### src/afe_regs_pkg.sv
// Register map, field layout and types for the front-end control bank
package afe_regs_pkg;
   localparam int ADDR_W = 5;
   localparam logic [4:0] ADDR_LINE_SEQ = 5'h04;
   localparam logic [4:0] ADDR_SAMPLE_DET = 5'h05;
   localparam logic [4:0] ADDR_POWER_DIS = 5'h06;
   localparam logic [4:0] ADDR_MODE_CFG = 5'h07;
   localparam logic [4:0] ADDR_CYCLE_RST = 5'h08;
   localparam logic [4:0] ADDR_STATUS = 5'h09;
   localparam logic [4:0] ADDR_OFS_RED = 5'h10;
   localparam logic [4:0] ADDR_OFS_GREEN = 5'h11;
   localparam logic [4:0] ADDR_OFS_BLUE = 5'h12;
   localparam logic [4:0] ADDR_OFS_ALL = 5'h13;
   localparam logic [4:0] ADDR_GAIN_RED = 5'h14;
   localparam logic [4:0] ADDR_GAIN_GREEN = 5'h15;
   localparam logic [4:0] ADDR_GAIN_BLUE = 5'h16;
   localparam logic [4:0] ADDR_GAIN_ALL = 5'h17;
   localparam logic [7:0] RESET_BYTE = 8'h00;
   localparam logic [2:0] DELAY_ZERO = 3'h0;
   localparam logic [2:0] DELAY_ONE = 3'h1;
   // Gain law: gain = GAIN_NUM / (GAIN_DEN - code)
   localparam int GAIN_NUM = 208;
   localparam int GAIN_DEN = 283;

   typedef enum logic [1:0]
   {
      COLOUR_RED = 2'h0,
      COLOUR_GREEN = 2'h1,
      COLOUR_BLUE = 2'h2,
      COLOUR_RSVD = 2'h3
   } colour_type;

   typedef struct packed
   {
      colour_type overrideInputSelect;
      colour_type internalColourSelect;
      logic internalClampEnable;
      logic inputOverrideEnable;
      logic pinFunctionSelect;
      logic lineSequentialMode;
   } line_seq_type;

   typedef struct packed
   {
      logic [2:0] unused;
      logic edgePolaritySelect;
      logic [2:0] samplePulseDelay;
      logic sampleEdgeDetectEnable;
   } sample_det_type;

   typedef struct packed
   {
      logic [3:0] unused;
      logic adcOff;
      logic blueOff;
      logic greenOff;
      logic redOff;
   } power_dis_type;

   typedef struct packed
   {
      logic [2:0] unused;
      logic selectivePowerdownEnable;
      logic singleChannelMode;
      logic [0:0] pad;
      colour_type monoChannelSelect;
   } mode_cfg_type;

   typedef struct packed
   {
      logic singleChannelMode;
      colour_type monoChannelSelect;
      colour_type inputMuxSelect;
      colour_type gainOffsetSelect;
      logic resetLevelClamp;
      logic redPowerOff;
      logic greenPowerOff;
      logic bluePowerOff;
      logic adcPowerOff;
      logic greenGainOff;
      logic blueGainOff;
   } path_ctrl_type;
endpackage : afe_regs_pkg

### src/afe_setup_gain_offset_regs.sv
// Control register bank: sequencing, sample pulse detect, power, gain, offset
//
// Functional notes
// - Mode bit 0: 0 normal operation, 1 line-by-line operation.
// - Line-by-line forces single-channel mode 1 and single_channel_mode select red.
// - Line-by-line switches off green and blue gain amplifiers.
// - Pin-function bit ignored in normal mode; sets pin role line-by-line.
// - Select 0: pin clamps, muxes internal; select 1: pin pulses cycle.
// - While auto-cycling the pin never clamps; internal clamp bit decides.
// - Override enable lets override field drive input mux line-by-line only.
// - Line-by-line with auto-cycle: clamp bit 0 disables, 1 enables clamping.
// - Internal colour field 5:4: 00 red, 01 green, 10 blue, 11 reserved.
// - Override field 7:6: 00 red, 01 green, 10 blue, 11 reserved.
// - Edge detect off: sample pin passes straight to timing control.
// - Edge detect on: detected pin edge makes internal sync pulse.
// - Sync pulse delayed by 3-bit field master clocks when detect on.
// - Polarity bit: 0 falling edge, 1 rising edge, when detect on.
// - Power disable bits act only under selective power-down; 1 disables.
// - Bit 0 red, bit 1 green, bit 2 blue, bit 3 converter.
// - Separate 8-bit offsets per channel, reset to zero.
// - Broadcast offset write loads all three channel offsets.
// - 8-bit gain code per channel, reset zero; gain 208/(283-code).
// - Broadcast gain write loads all three channel gains.
// - Single_channel_mode select: 00 red, 01 green, 10 blue, 11 reserved.
// - Any write to cycle reset location returns the cycle counter to red.
//
// Our own choices: the register offsets and the plain strobed port.
`timescale 1ns/10ps
`default_nettype none
module afe_setup_gain_offset_regs
   import afe_regs_pkg::*;
(
   input wire logic ref_clk,
   input wire logic rst_n,
   input wire logic [ADDR_W-1:0] regAddr,
   input wire logic [7:0] regWriteData,
   input wire logic regWrite,
   input wire logic regRead,
   output logic [7:0] regReadData,
   input wire logic samplePulsePin,
   input wire logic clampOrCyclePin,
   output logic timingSamplePulse,
   output path_ctrl_type pathCtrl,
   output logic [7:0] offsetRed,
   output logic [7:0] offsetGreen,
   output logic [7:0] offsetBlue,
   output logic [7:0] gainRed,
   output logic [7:0] gainGreen,
   output logic [7:0] gainBlue
);

   line_seq_type lineSeq;
   sample_det_type sampleDet;
   power_dis_type powerDis;
   mode_cfg_type modeCfg;
   colour_type cycleColour;
   logic [1:0] sampleSync;
   logic [1:0] cycleSync;
   logic samplePrev;
   logic cyclePrev;
   logic [2:0] delayCount;
   logic delayActive;
   logic edgeSeen;
   logic cyclePulse;
   logic autoCycle;
   logic next_pulse;
   path_ctrl_type next_path;

   function automatic logic isWrite(input logic [ADDR_W-1:0] a);
      isWrite = regWrite && (regAddr == a);
   endfunction : isWrite

   // Reserved colour code falls back to red rather than selecting nothing
   function automatic colour_type legalColour(input colour_type c);
      legalColour = (c == COLOUR_RSVD) ? COLOUR_RED : c;
   endfunction : legalColour

   function automatic colour_type nextColour(input colour_type c);
      unique case (c)
         COLOUR_RED: nextColour = COLOUR_GREEN;
         COLOUR_GREEN: nextColour = COLOUR_BLUE;
         default: nextColour = COLOUR_RED;
      endcase
   endfunction : nextColour

   always_ff @(posedge ref_clk or negedge rst_n)
   begin
      if (!rst_n)
      begin
         lineSeq <= line_seq_type'(RESET_BYTE);
         sampleDet <= sample_det_type'(RESET_BYTE);
         powerDis <= power_dis_type'(RESET_BYTE);
         modeCfg <= mode_cfg_type'(RESET_BYTE);
      end
      else
      begin
         if (isWrite(ADDR_LINE_SEQ))
            lineSeq <= line_seq_type'(regWriteData);
         if (isWrite(ADDR_SAMPLE_DET))
            sampleDet <= sample_det_type'({4'h0, regWriteData[3:0] | 4'h0}
               | {3'h0, regWriteData[4], 4'h0});
         if (isWrite(ADDR_POWER_DIS))
            powerDis <= power_dis_type'({4'h0, regWriteData[3:0]});
         if (isWrite(ADDR_MODE_CFG))
            modeCfg <= mode_cfg_type'({3'h0, regWriteData[4:3], 1'b0,
               regWriteData[1:0]});
      end
   end

   always_ff @(posedge ref_clk or negedge rst_n)
   begin
      if (!rst_n)
      begin
         offsetRed <= RESET_BYTE;
         offsetGreen <= RESET_BYTE;
         offsetBlue <= RESET_BYTE;
      end
      else
      begin
         if (isWrite(ADDR_OFS_RED) || isWrite(ADDR_OFS_ALL))
            offsetRed <= regWriteData;
         if (isWrite(ADDR_OFS_GREEN) || isWrite(ADDR_OFS_ALL))
            offsetGreen <= regWriteData;
         if (isWrite(ADDR_OFS_BLUE) || isWrite(ADDR_OFS_ALL))
            offsetBlue <= regWriteData;
      end
   end

   // Codes go out raw; the analogue stage applies GAIN_NUM/(GAIN_DEN-code)
   always_ff @(posedge ref_clk or negedge rst_n)
   begin
      if (!rst_n)
      begin
         gainRed <= RESET_BYTE;
         gainGreen <= RESET_BYTE;
         gainBlue <= RESET_BYTE;
      end
      else
      begin
         if (isWrite(ADDR_GAIN_RED) || isWrite(ADDR_GAIN_ALL))
            gainRed <= regWriteData;
         if (isWrite(ADDR_GAIN_GREEN) || isWrite(ADDR_GAIN_ALL))
            gainGreen <= regWriteData;
         if (isWrite(ADDR_GAIN_BLUE) || isWrite(ADDR_GAIN_ALL))
            gainBlue <= regWriteData;
      end
   end

   always_ff @(posedge ref_clk or negedge rst_n)
   begin
      if (!rst_n)
         regReadData <= RESET_BYTE;
      else if (regRead)
      begin
         unique case (regAddr)
            ADDR_LINE_SEQ: regReadData <= lineSeq;
            ADDR_SAMPLE_DET: regReadData <= sampleDet;
            ADDR_POWER_DIS: regReadData <= powerDis;
            ADDR_MODE_CFG: regReadData <= modeCfg;
            ADDR_STATUS: regReadData <= {5'h0, autoCycle, cycleColour};
            ADDR_OFS_RED: regReadData <= offsetRed;
            ADDR_OFS_GREEN: regReadData <= offsetGreen;
            ADDR_OFS_BLUE: regReadData <= offsetBlue;
            ADDR_GAIN_RED: regReadData <= gainRed;
            ADDR_GAIN_GREEN: regReadData <= gainGreen;
            ADDR_GAIN_BLUE: regReadData <= gainBlue;
            // Broadcast, cycle reset and unmapped locations read zero
            default: regReadData <= RESET_BYTE;
         endcase
      end
      else
         regReadData <= RESET_BYTE;
   end

   // Pins come from outside; first stage is read only by the second
   always_ff @(posedge ref_clk or negedge rst_n)
   begin
      if (!rst_n)
      begin
         sampleSync <= 2'h0;
         cycleSync <= 2'h0;
         samplePrev <= 1'b0;
         cyclePrev <= 1'b0;
      end
      else
      begin
         sampleSync <= {sampleSync[0], samplePulsePin};
         cycleSync <= {cycleSync[0], clampOrCyclePin};
         samplePrev <= sampleSync[1];
         cyclePrev <= cycleSync[1];
      end
   end

   assign autoCycle = lineSeq.lineSequentialMode
      && lineSeq.pinFunctionSelect;
   assign cyclePulse = autoCycle && cycleSync[1] && !cyclePrev;
   assign edgeSeen = sampleDet.edgePolaritySelect
      ? (sampleSync[1] && !samplePrev)
      : (!sampleSync[1] && samplePrev);

   always_ff @(posedge ref_clk or negedge rst_n)
   begin
      if (!rst_n)
         cycleColour <= COLOUR_RED;
      else if (isWrite(ADDR_CYCLE_RST))
         cycleColour <= COLOUR_RED;
      else if (cyclePulse)
         cycleColour <= nextColour(cycleColour);
   end

   // A new edge during a pending delay restarts it; pulses cannot overlap
   always_ff @(posedge ref_clk or negedge rst_n)
   begin
      if (!rst_n)
      begin
         delayCount <= DELAY_ZERO;
         delayActive <= 1'b0;
      end
      else if (!sampleDet.sampleEdgeDetectEnable)
         delayActive <= 1'b0;
      else if (edgeSeen && sampleDet.samplePulseDelay != DELAY_ZERO)
      begin
         delayCount <= sampleDet.samplePulseDelay;
         delayActive <= 1'b1;
      end
      else if (delayActive)
      begin
         delayCount <= delayCount - DELAY_ONE;
         if (delayCount == DELAY_ONE)
            delayActive <= 1'b0;
      end
   end

   always_comb
   begin
      if (!sampleDet.sampleEdgeDetectEnable)
         next_pulse = sampleSync[1];
      else if (sampleDet.samplePulseDelay == DELAY_ZERO)
         next_pulse = edgeSeen;
      else
         next_pulse = delayActive && (delayCount == DELAY_ONE);
   end

   always_comb
   begin
      next_path.singleChannelMode = modeCfg.singleChannelMode;
      next_path.monoChannelSelect =
         legalColour(modeCfg.monoChannelSelect);
      next_path.gainOffsetSelect = COLOUR_RED;
      next_path.inputMuxSelect = COLOUR_RED;
      next_path.resetLevelClamp = cycleSync[1];
      next_path.greenGainOff = 1'b0;
      next_path.blueGainOff = 1'b0;
      if (lineSeq.lineSequentialMode)
      begin
         next_path.singleChannelMode = 1'b1;
         next_path.monoChannelSelect = COLOUR_RED;
         next_path.greenGainOff = 1'b1;
         next_path.blueGainOff = 1'b1;
         if (autoCycle)
         begin
            next_path.gainOffsetSelect = cycleColour;
            next_path.resetLevelClamp =
               lineSeq.internalClampEnable;
         end
         else
            next_path.gainOffsetSelect =
               legalColour(lineSeq.internalColourSelect);
         next_path.inputMuxSelect = lineSeq.inputOverrideEnable
            ? legalColour(lineSeq.overrideInputSelect)
            : next_path.gainOffsetSelect;
      end
      next_path.redPowerOff = modeCfg.selectivePowerdownEnable
         && powerDis.redOff;
      next_path.greenPowerOff = modeCfg.selectivePowerdownEnable
         && powerDis.greenOff;
      next_path.bluePowerOff = modeCfg.selectivePowerdownEnable
         && powerDis.blueOff;
      next_path.adcPowerOff = modeCfg.selectivePowerdownEnable
         && powerDis.adcOff;
   end

   always_ff @(posedge ref_clk or negedge rst_n)
   begin
      if (!rst_n)
      begin
         timingSamplePulse <= 1'b0;
         pathCtrl <= '0;
      end
      else
      begin
         timingSamplePulse <= next_pulse;
         pathCtrl <= next_path;
      end
   end
endmodule : afe_setup_gain_offset_regs
`default_nettype wire

### config.mk
export PLATFORM = sky130hd
export DESIGN_NAME = afe_setup_gain_offset_regs
export DESIGN_NICKNAME = d
export VERILOG_FILES = /design/src/afe_regs_pkg.sv /design/src/afe_setup_gain_offset_regs.sv
export SDC_FILE = /design/constraint.sdc
export NUM_CORES = 1
export LEC_CHECK = 0
export ABC_CLOCK_PERIOD_IN_PS = 3500
export BUFFER_PORTS_ARGS = -buffer_cell sky130_fd_sc_hd__buf_2
export CAP_MARGIN = 20
export CELL_PAD_IN_SITES_DETAIL_PLACEMENT = 1
export CELL_PAD_IN_SITES_GLOBAL_PLACEMENT = 2
export CORE_MARGIN = 2
export CORE_UTILIZATION = 40
export CTS_CLUSTER_DIAMETER = 150
export CTS_CLUSTER_SIZE = 12
export DETAILED_ROUTE_END_ITERATION = 6
export GPL_ROUTABILITY_DRIVEN = 0
export PLACE_DENSITY_LB_ADDON = 0.1
export SLEW_MARGIN = 10
export SYNTH_ARGS = -nofsm -noshare
export SYNTH_HDL_FRONTEND = slang
export SYNTH_SLANG_ARGS = --single-unit
### constraint.sdc
create_clock -name ref_clk -period 3.5 [get_ports ref_clk]
set_clock_uncertainty 0.15 [all_clocks]
set_input_delay 0.35 -clock ref_clk [delete_from_list [all_inputs] [get_ports ref_clk]]
set_output_delay 0.35 -clock ref_clk [all_outputs]
set_load 0.05 [all_outputs]
; Word level (Yosys, flattened, before mapping)
; Index checks and enable logic that the tools add are counted.
[word_totals]
register_bits = 107
output_inout_bits = 71
word_cells = 125
inputBits = 19
[classes]
n_mux = 22
reduce_logical = 39
n_eq_ne = 19
n_bitwise = 1
n_addsub = 1
[op_table]
columns = op, n
row1 = 8-bit one-hot mux with 11 select lines, 1
row2 = "5-bit == test, second input constant", 8
row3 = 1-bit logical AND, 24
row4 = "5-bit by 3-bit == test with 1-bit output, second input constant", 4
row5 = 2-bit two-way mux, 8
row6 = 8-bit two-way mux, 2
row7 = "5-bit by 4-bit == test with 1-bit output, second input constant", 2
row8 = 1-bit two-way mux, 8
row9 = "2-bit == test, second input constant", 3
row10 = 1-bit logical OR, 6
row11 = 3-bit two-way mux, 2
row12 = 4-bit by 5-bit bitwise OR with 5-bit output, 1
row13 = 2-bit one-hot mux with 2 select lines, 1
row14 = 2-bit nonzero test, 2
row15 = "3-bit by 1-bit == test with 1-bit output, second input constant", 1
row16 = 1-bit logical NOT, 3
row17 = 3-bit logical NOT, 1
row18 = 3-bit nonzero test, 1
row19 = "3-bit by 1-bit subtractor with 3-bit output, second input constant", 1
row20 = "2-bit by 1-bit == test with 1-bit output, second input constant", 1
row21 = 2-bit logical NOT, 1
row22 = 2-bit AND reduction, 1

; Logic depth before layout (Yosys ltp)
[depth]
word_depth = 6
ltp_mapped = 6
mapped_depth_nobuf = 6

; Worst setup path after synthesis
; Ideal clock, no wire load.
[synth_timing]
kind = in2reg
start = input regAddr[4]
end = register sampleDet[0] (netlist bit)
stages = 5
setup_ps = 125
setup_slack_ps = 1672
t_required_ps = 3225
arrival_ps = 1553
path_buffers = 2
cell_sequence = buf_2 > nand2b_4 > or4_1 > buf_2 > mux2_4
[synth_via]
elab_chain_cells = 2
[synth_rtl]
columns = item, line
row1 = "start, declared", afe_setup_gain_offset_regs.sv:35  ; input wire logic [ADDR_W-1:0] regAddr,
row2 = 5-bit by 3-bit == test with 1-bit output, afe_setup_gain_offset_regs.sv:70  ; isWrite = regWrite && (regAddr == a);
row3 = 1-bit logical AND, afe_setup_gain_offset_regs.sv:70
row4 = "end signal, assigned", afe_setup_gain_offset_regs.sv:91  ; sampleDet <= sample_det_type'(RESET_BYTE);
row5 = "end signal, assigned", afe_setup_gain_offset_regs.sv:100  ; sampleDet <= sample_det_type'({4'h0, regWriteData[3:0] | 4'h0}
row6 = "end, declared", afe_setup_gain_offset_regs.sv:53  ; sample_det_type sampleDet;
; Every way passes these cells.
; A chain may end at the register's enable or synchronous reset.

; Final worst setup path
[layout_timing]
start = input regAddr[2]
end = register regReadData[5]
[layout_via]
elab_chain_cells = 3
word_cells_on_any_way = 13
cone_classes = eq/ne: 11 / mux: 2
[layout_rtl]
columns = item, line
row1 = "5-bit == test, or another cell as far along", afe_setup_gain_offset_regs.sv:155  ; unique case (regAddr)
row2 = 8-bit one-hot mux with 11 select lines *, afe_setup_gain_offset_regs.sv:155
row3 = 8-bit two-way mux *, afe_setup_gain_offset_regs.sv:153  ; else if (regRead)
row4 = "end signal, assigned", afe_setup_gain_offset_regs.sv:156  ; ADDR_LINE_SEQ: regReadData <= lineSeq;
row5 = "end signal, assigned", afe_setup_gain_offset_regs.sv:157  ; ADDR_SAMPLE_DET: regReadData <= sampleDet;
row6 = "end signal, assigned", afe_setup_gain_offset_regs.sv:158  ; ADDR_POWER_DIS: regReadData <= powerDis;
row7 = "end, declared", afe_setup_gain_offset_regs.sv:39  ; output logic [7:0] regReadData,
; Mark *: on every way between the ends. The rest lies on a longest branch, timed or not.

==> flow_metrics.py <==
metrics = {
    "timing": {
        "slew_headroom": 0.4603,
        "finalSetupTns_ns": 0,
        "fin_crit_sh": 0.5962,
        "worstMarginPinSlew_ns": 0.8042,
        "drv_slew": 0,
        "final-hold-violation-count": 0,
        "fmax_ghz": 0.4792,
        "setup_viol": 0,
        "rsz0062_at_grt": "no",
        "fin_crit_ns": 2.087,
    },
    "synthesis": {
        "synth_cell_types": 55,
        "synth_area_um2": 4745,
        "avgSynthCellArea_um2": 13.14,
        "ys_ff_latch": 103,
        "ys_warn_count": 0,
        "synthArstFlopShare": 1.000,
        "synth-edff-count": 0,
        "syn_inst": 361,
        "synth_nets": 382,
        "synth-seq-area-share": 0.5432,
        "synth_top_flop_cell": "dfrtp_1",
    },
    "clock_tree": {
        "cts_root_buffer": "clkbuf_16",
        "cts_tree": "done",
        "ctsResizeCount": 0,
        "cts_buffers": 9,
        "clock-sinks": 103,
        "cts_max_level": 3,
        "clk_latency_ns": 0.36,
        "cts_buffer_depth": 2,
        "path_clk_slew_ns": 0.07,
    },
    "placement": {
        "dp_hpwl_um": 9273,
        "dp.cells": 576,
        "place_area_um2": 5283,
        "numPortBuffers": 89,
    },
    "floorplanning": {
        "num_rows": 39,
        "ios": 90,
        "dieArea_um2": 12750,
        "dieWidth_um": 112.9,
        "core_area_um2": 11520,
        "die_h_um": 112.9,
        "initial_core_util": 0.4120,
    },
    "setup_path": {
        "critPathArrivalTime_ns": 2.21,
        "crit_required_ns": 3.62,
        "criticalPathCategory": "in -> reg",
        "setup.worst_path.end_class": "flop",
        "crit_fanout": 22,
        "cp-start-kind": "input pin",
    },
    "job": {
        "maxCapViolCount": 0,
    },
    "detailed_routing": {
        "drcViolationCount": 3,
        "vias_per_cell": 5.603,
        "ant_nets": 0,
        "drt-initial-drc-count": 172,
        "wl_per_cell_um": 22.39,
        "drtPass1Iterations": 6,
        "vias": 3334,
        "route.final.wire_length_um": 13330,
    },
    "cells_and_area": {
        "final_common_cell": "dfrtp_1",
        "finish.instance_area_um2": 5613,
        "layout_common_cells": "dfrtp_1, buf_2, mux2_2, mux2_4",
        "fin_cells": 595,
        "antenna_cells": 0,
        "area_growth_pct": 18.30,
        "postLayoutCoreUtil": 0.4874,
        "drive_gt1_frac": 0.4226,
        "finalNetCount": 468,
    },
    "power_and_ir_drop": {
        "p_per_area_nw_per_um2": 702.0,
        "ir_worst_vdd_mv": 0.4325,
        "leakagePower_nw": 2.634,
    },
    "status": {
        "violations": "DRC",
        "outcome": "finished, violations left",
    },
    "grt": {
        "grt_pass1_wl_um": 21010,
        "grt_pass1_vias": 3602,
        "antenna_found_initial": 0,
        "grt_usage": 0.2217,
        "overflow": 0,
        "grt_start_max_net_pins": 104,
    },
    "worst_hold_path": {
        "hold_path_class": "in -> reg",
    },
}
[registers in the layout, summed over array words and instances, names as in the netlist]
name               count
sampleSync             2
regReadData            8
delayActive            1
delayCount             3
offsetGreen            8
gainGreen              8
cyclePrev              1
timingSamplePulse      1
gainRed                8
offsetBlue             8
powerDis               4
gainBlue               8
cycleColour            2
offsetRed              8
cycleSync              2
pathCtrl              13
modeCfg                4
lineSeq                8
sampleDet              5
samplePrev             1
[what timing repair did]
item,4_1_cts,5_1_grt
hold buffers,3,0
buffers inserted,0,0
hold endpoints to repair,105,0
[worst max-delay path, cell delays in order]
cell and delay, ns:
buf_2 0.43, or3b_1 0.61, nor2_1 0.39, a221oi_1 0.19, a31oi_1 0.22
[routing by layer]
layer | wire length, um | vias to the layer above | GRT usage
met5 | 0 | - | 0
met4 | 258 | 0 | 0.08049
met3 | 515 | 16 | 0.04767
met2 | 6647 | 77 | 0.3679
met1 | 5903 | 1745 | 0.2881
li1 | - | 1496 | -
[cells in the mapped netlist, drive strengths merged, types with 4 or more instances]
cell	instances	area share
a21oi	15	0.017
a22oi	10	0.016
a31oi	6	0.0079
and2	5	0.0066
buf	15	0.021
dfrtp	103	0.54
inv	6	0.0047
mux2	72	0.19
mux2i	14	0.030
nand2	12	0.011
nand2b	11	0.016
nand4b	4	0.0074
nor2	19	0.021
nor2b	4	0.0053
nor3	12	0.016
nor3b	9	0.014
o21ai	4	0.0042
[cells by family after synthesis]
logic type / after synthesis / synth area share
mux: 86 / 0.2170
simple gates: 92 / 0.1287
buf+inv: 24 / 0.02769
flops: 103 / 0.5432
compound gates: 54 / 0.07806
fa+ha+maj: 2 / 0.005273
[report_power, final]
part           total (mW)  switching (mW)  internal [mW]
Sequential           1.66           0.233           1.43
Clock                1.02           0.447          0.577
Combinational        1.25           0.873          0.381
[final timing paths]
| path | start | endpoint | slack (ns) | depth (start not counted) |
|---|---|---|---|---|
| setup / recovery | regAddr[2] | regReadData[5]$_DFF_PN0_ | 1.41 | 5 |
| hold / removal | regWriteData[6] | offsetGreen[6]$_DFFE_PN0P_ | 0.20 | 2 |
| setup reg to reg | sampleDet[4]$_DFFE_PN0P_ | delayCount[2]$_DFFE_PN0P_ | 1.65 | 4 |
| hold reg to reg | sampleSync[0]$_DFF_PN0_ | sampleSync[1]$_DFF_PN0_ | 0.20 | 0 |
| max in group asynchronous | rst_n | lineSeq[7]$_DFFE_PN0P_ | 2.29 | 3 |
| min in group asynchronous | rst_n | delayActive$_DFF_PN0_ | 0.43 | 3 |
[through the flow]
step | hold WS [ns] | total power [mW] | setup slack, ns
4_1_cts | 0.1853 | 3.987 | 1.435
6_report | 0.1962 | 3.940 | 1.413
3_3_place_gp | 0.1840 | 2.909 | 1.050
3_5_place_dp | 0.1928 | 2.945 | 1.055
2_1_floorplan | -0.09559 | 2.569 | 1.672
5_1_grt | 0.1998 | 4.132 | 1.319
[layout make-up]
class                      count  area (um2)
clock buffer                  12       246.5
multi-input combinational    234        2036
fill                        1215        5903
timing repair buffer          93       498.0
sequential                   103        2577
clock inverter                 4       53.80
tap                          143       178.9
inverter                       6       22.52
(Power assumes the default switching activity.)
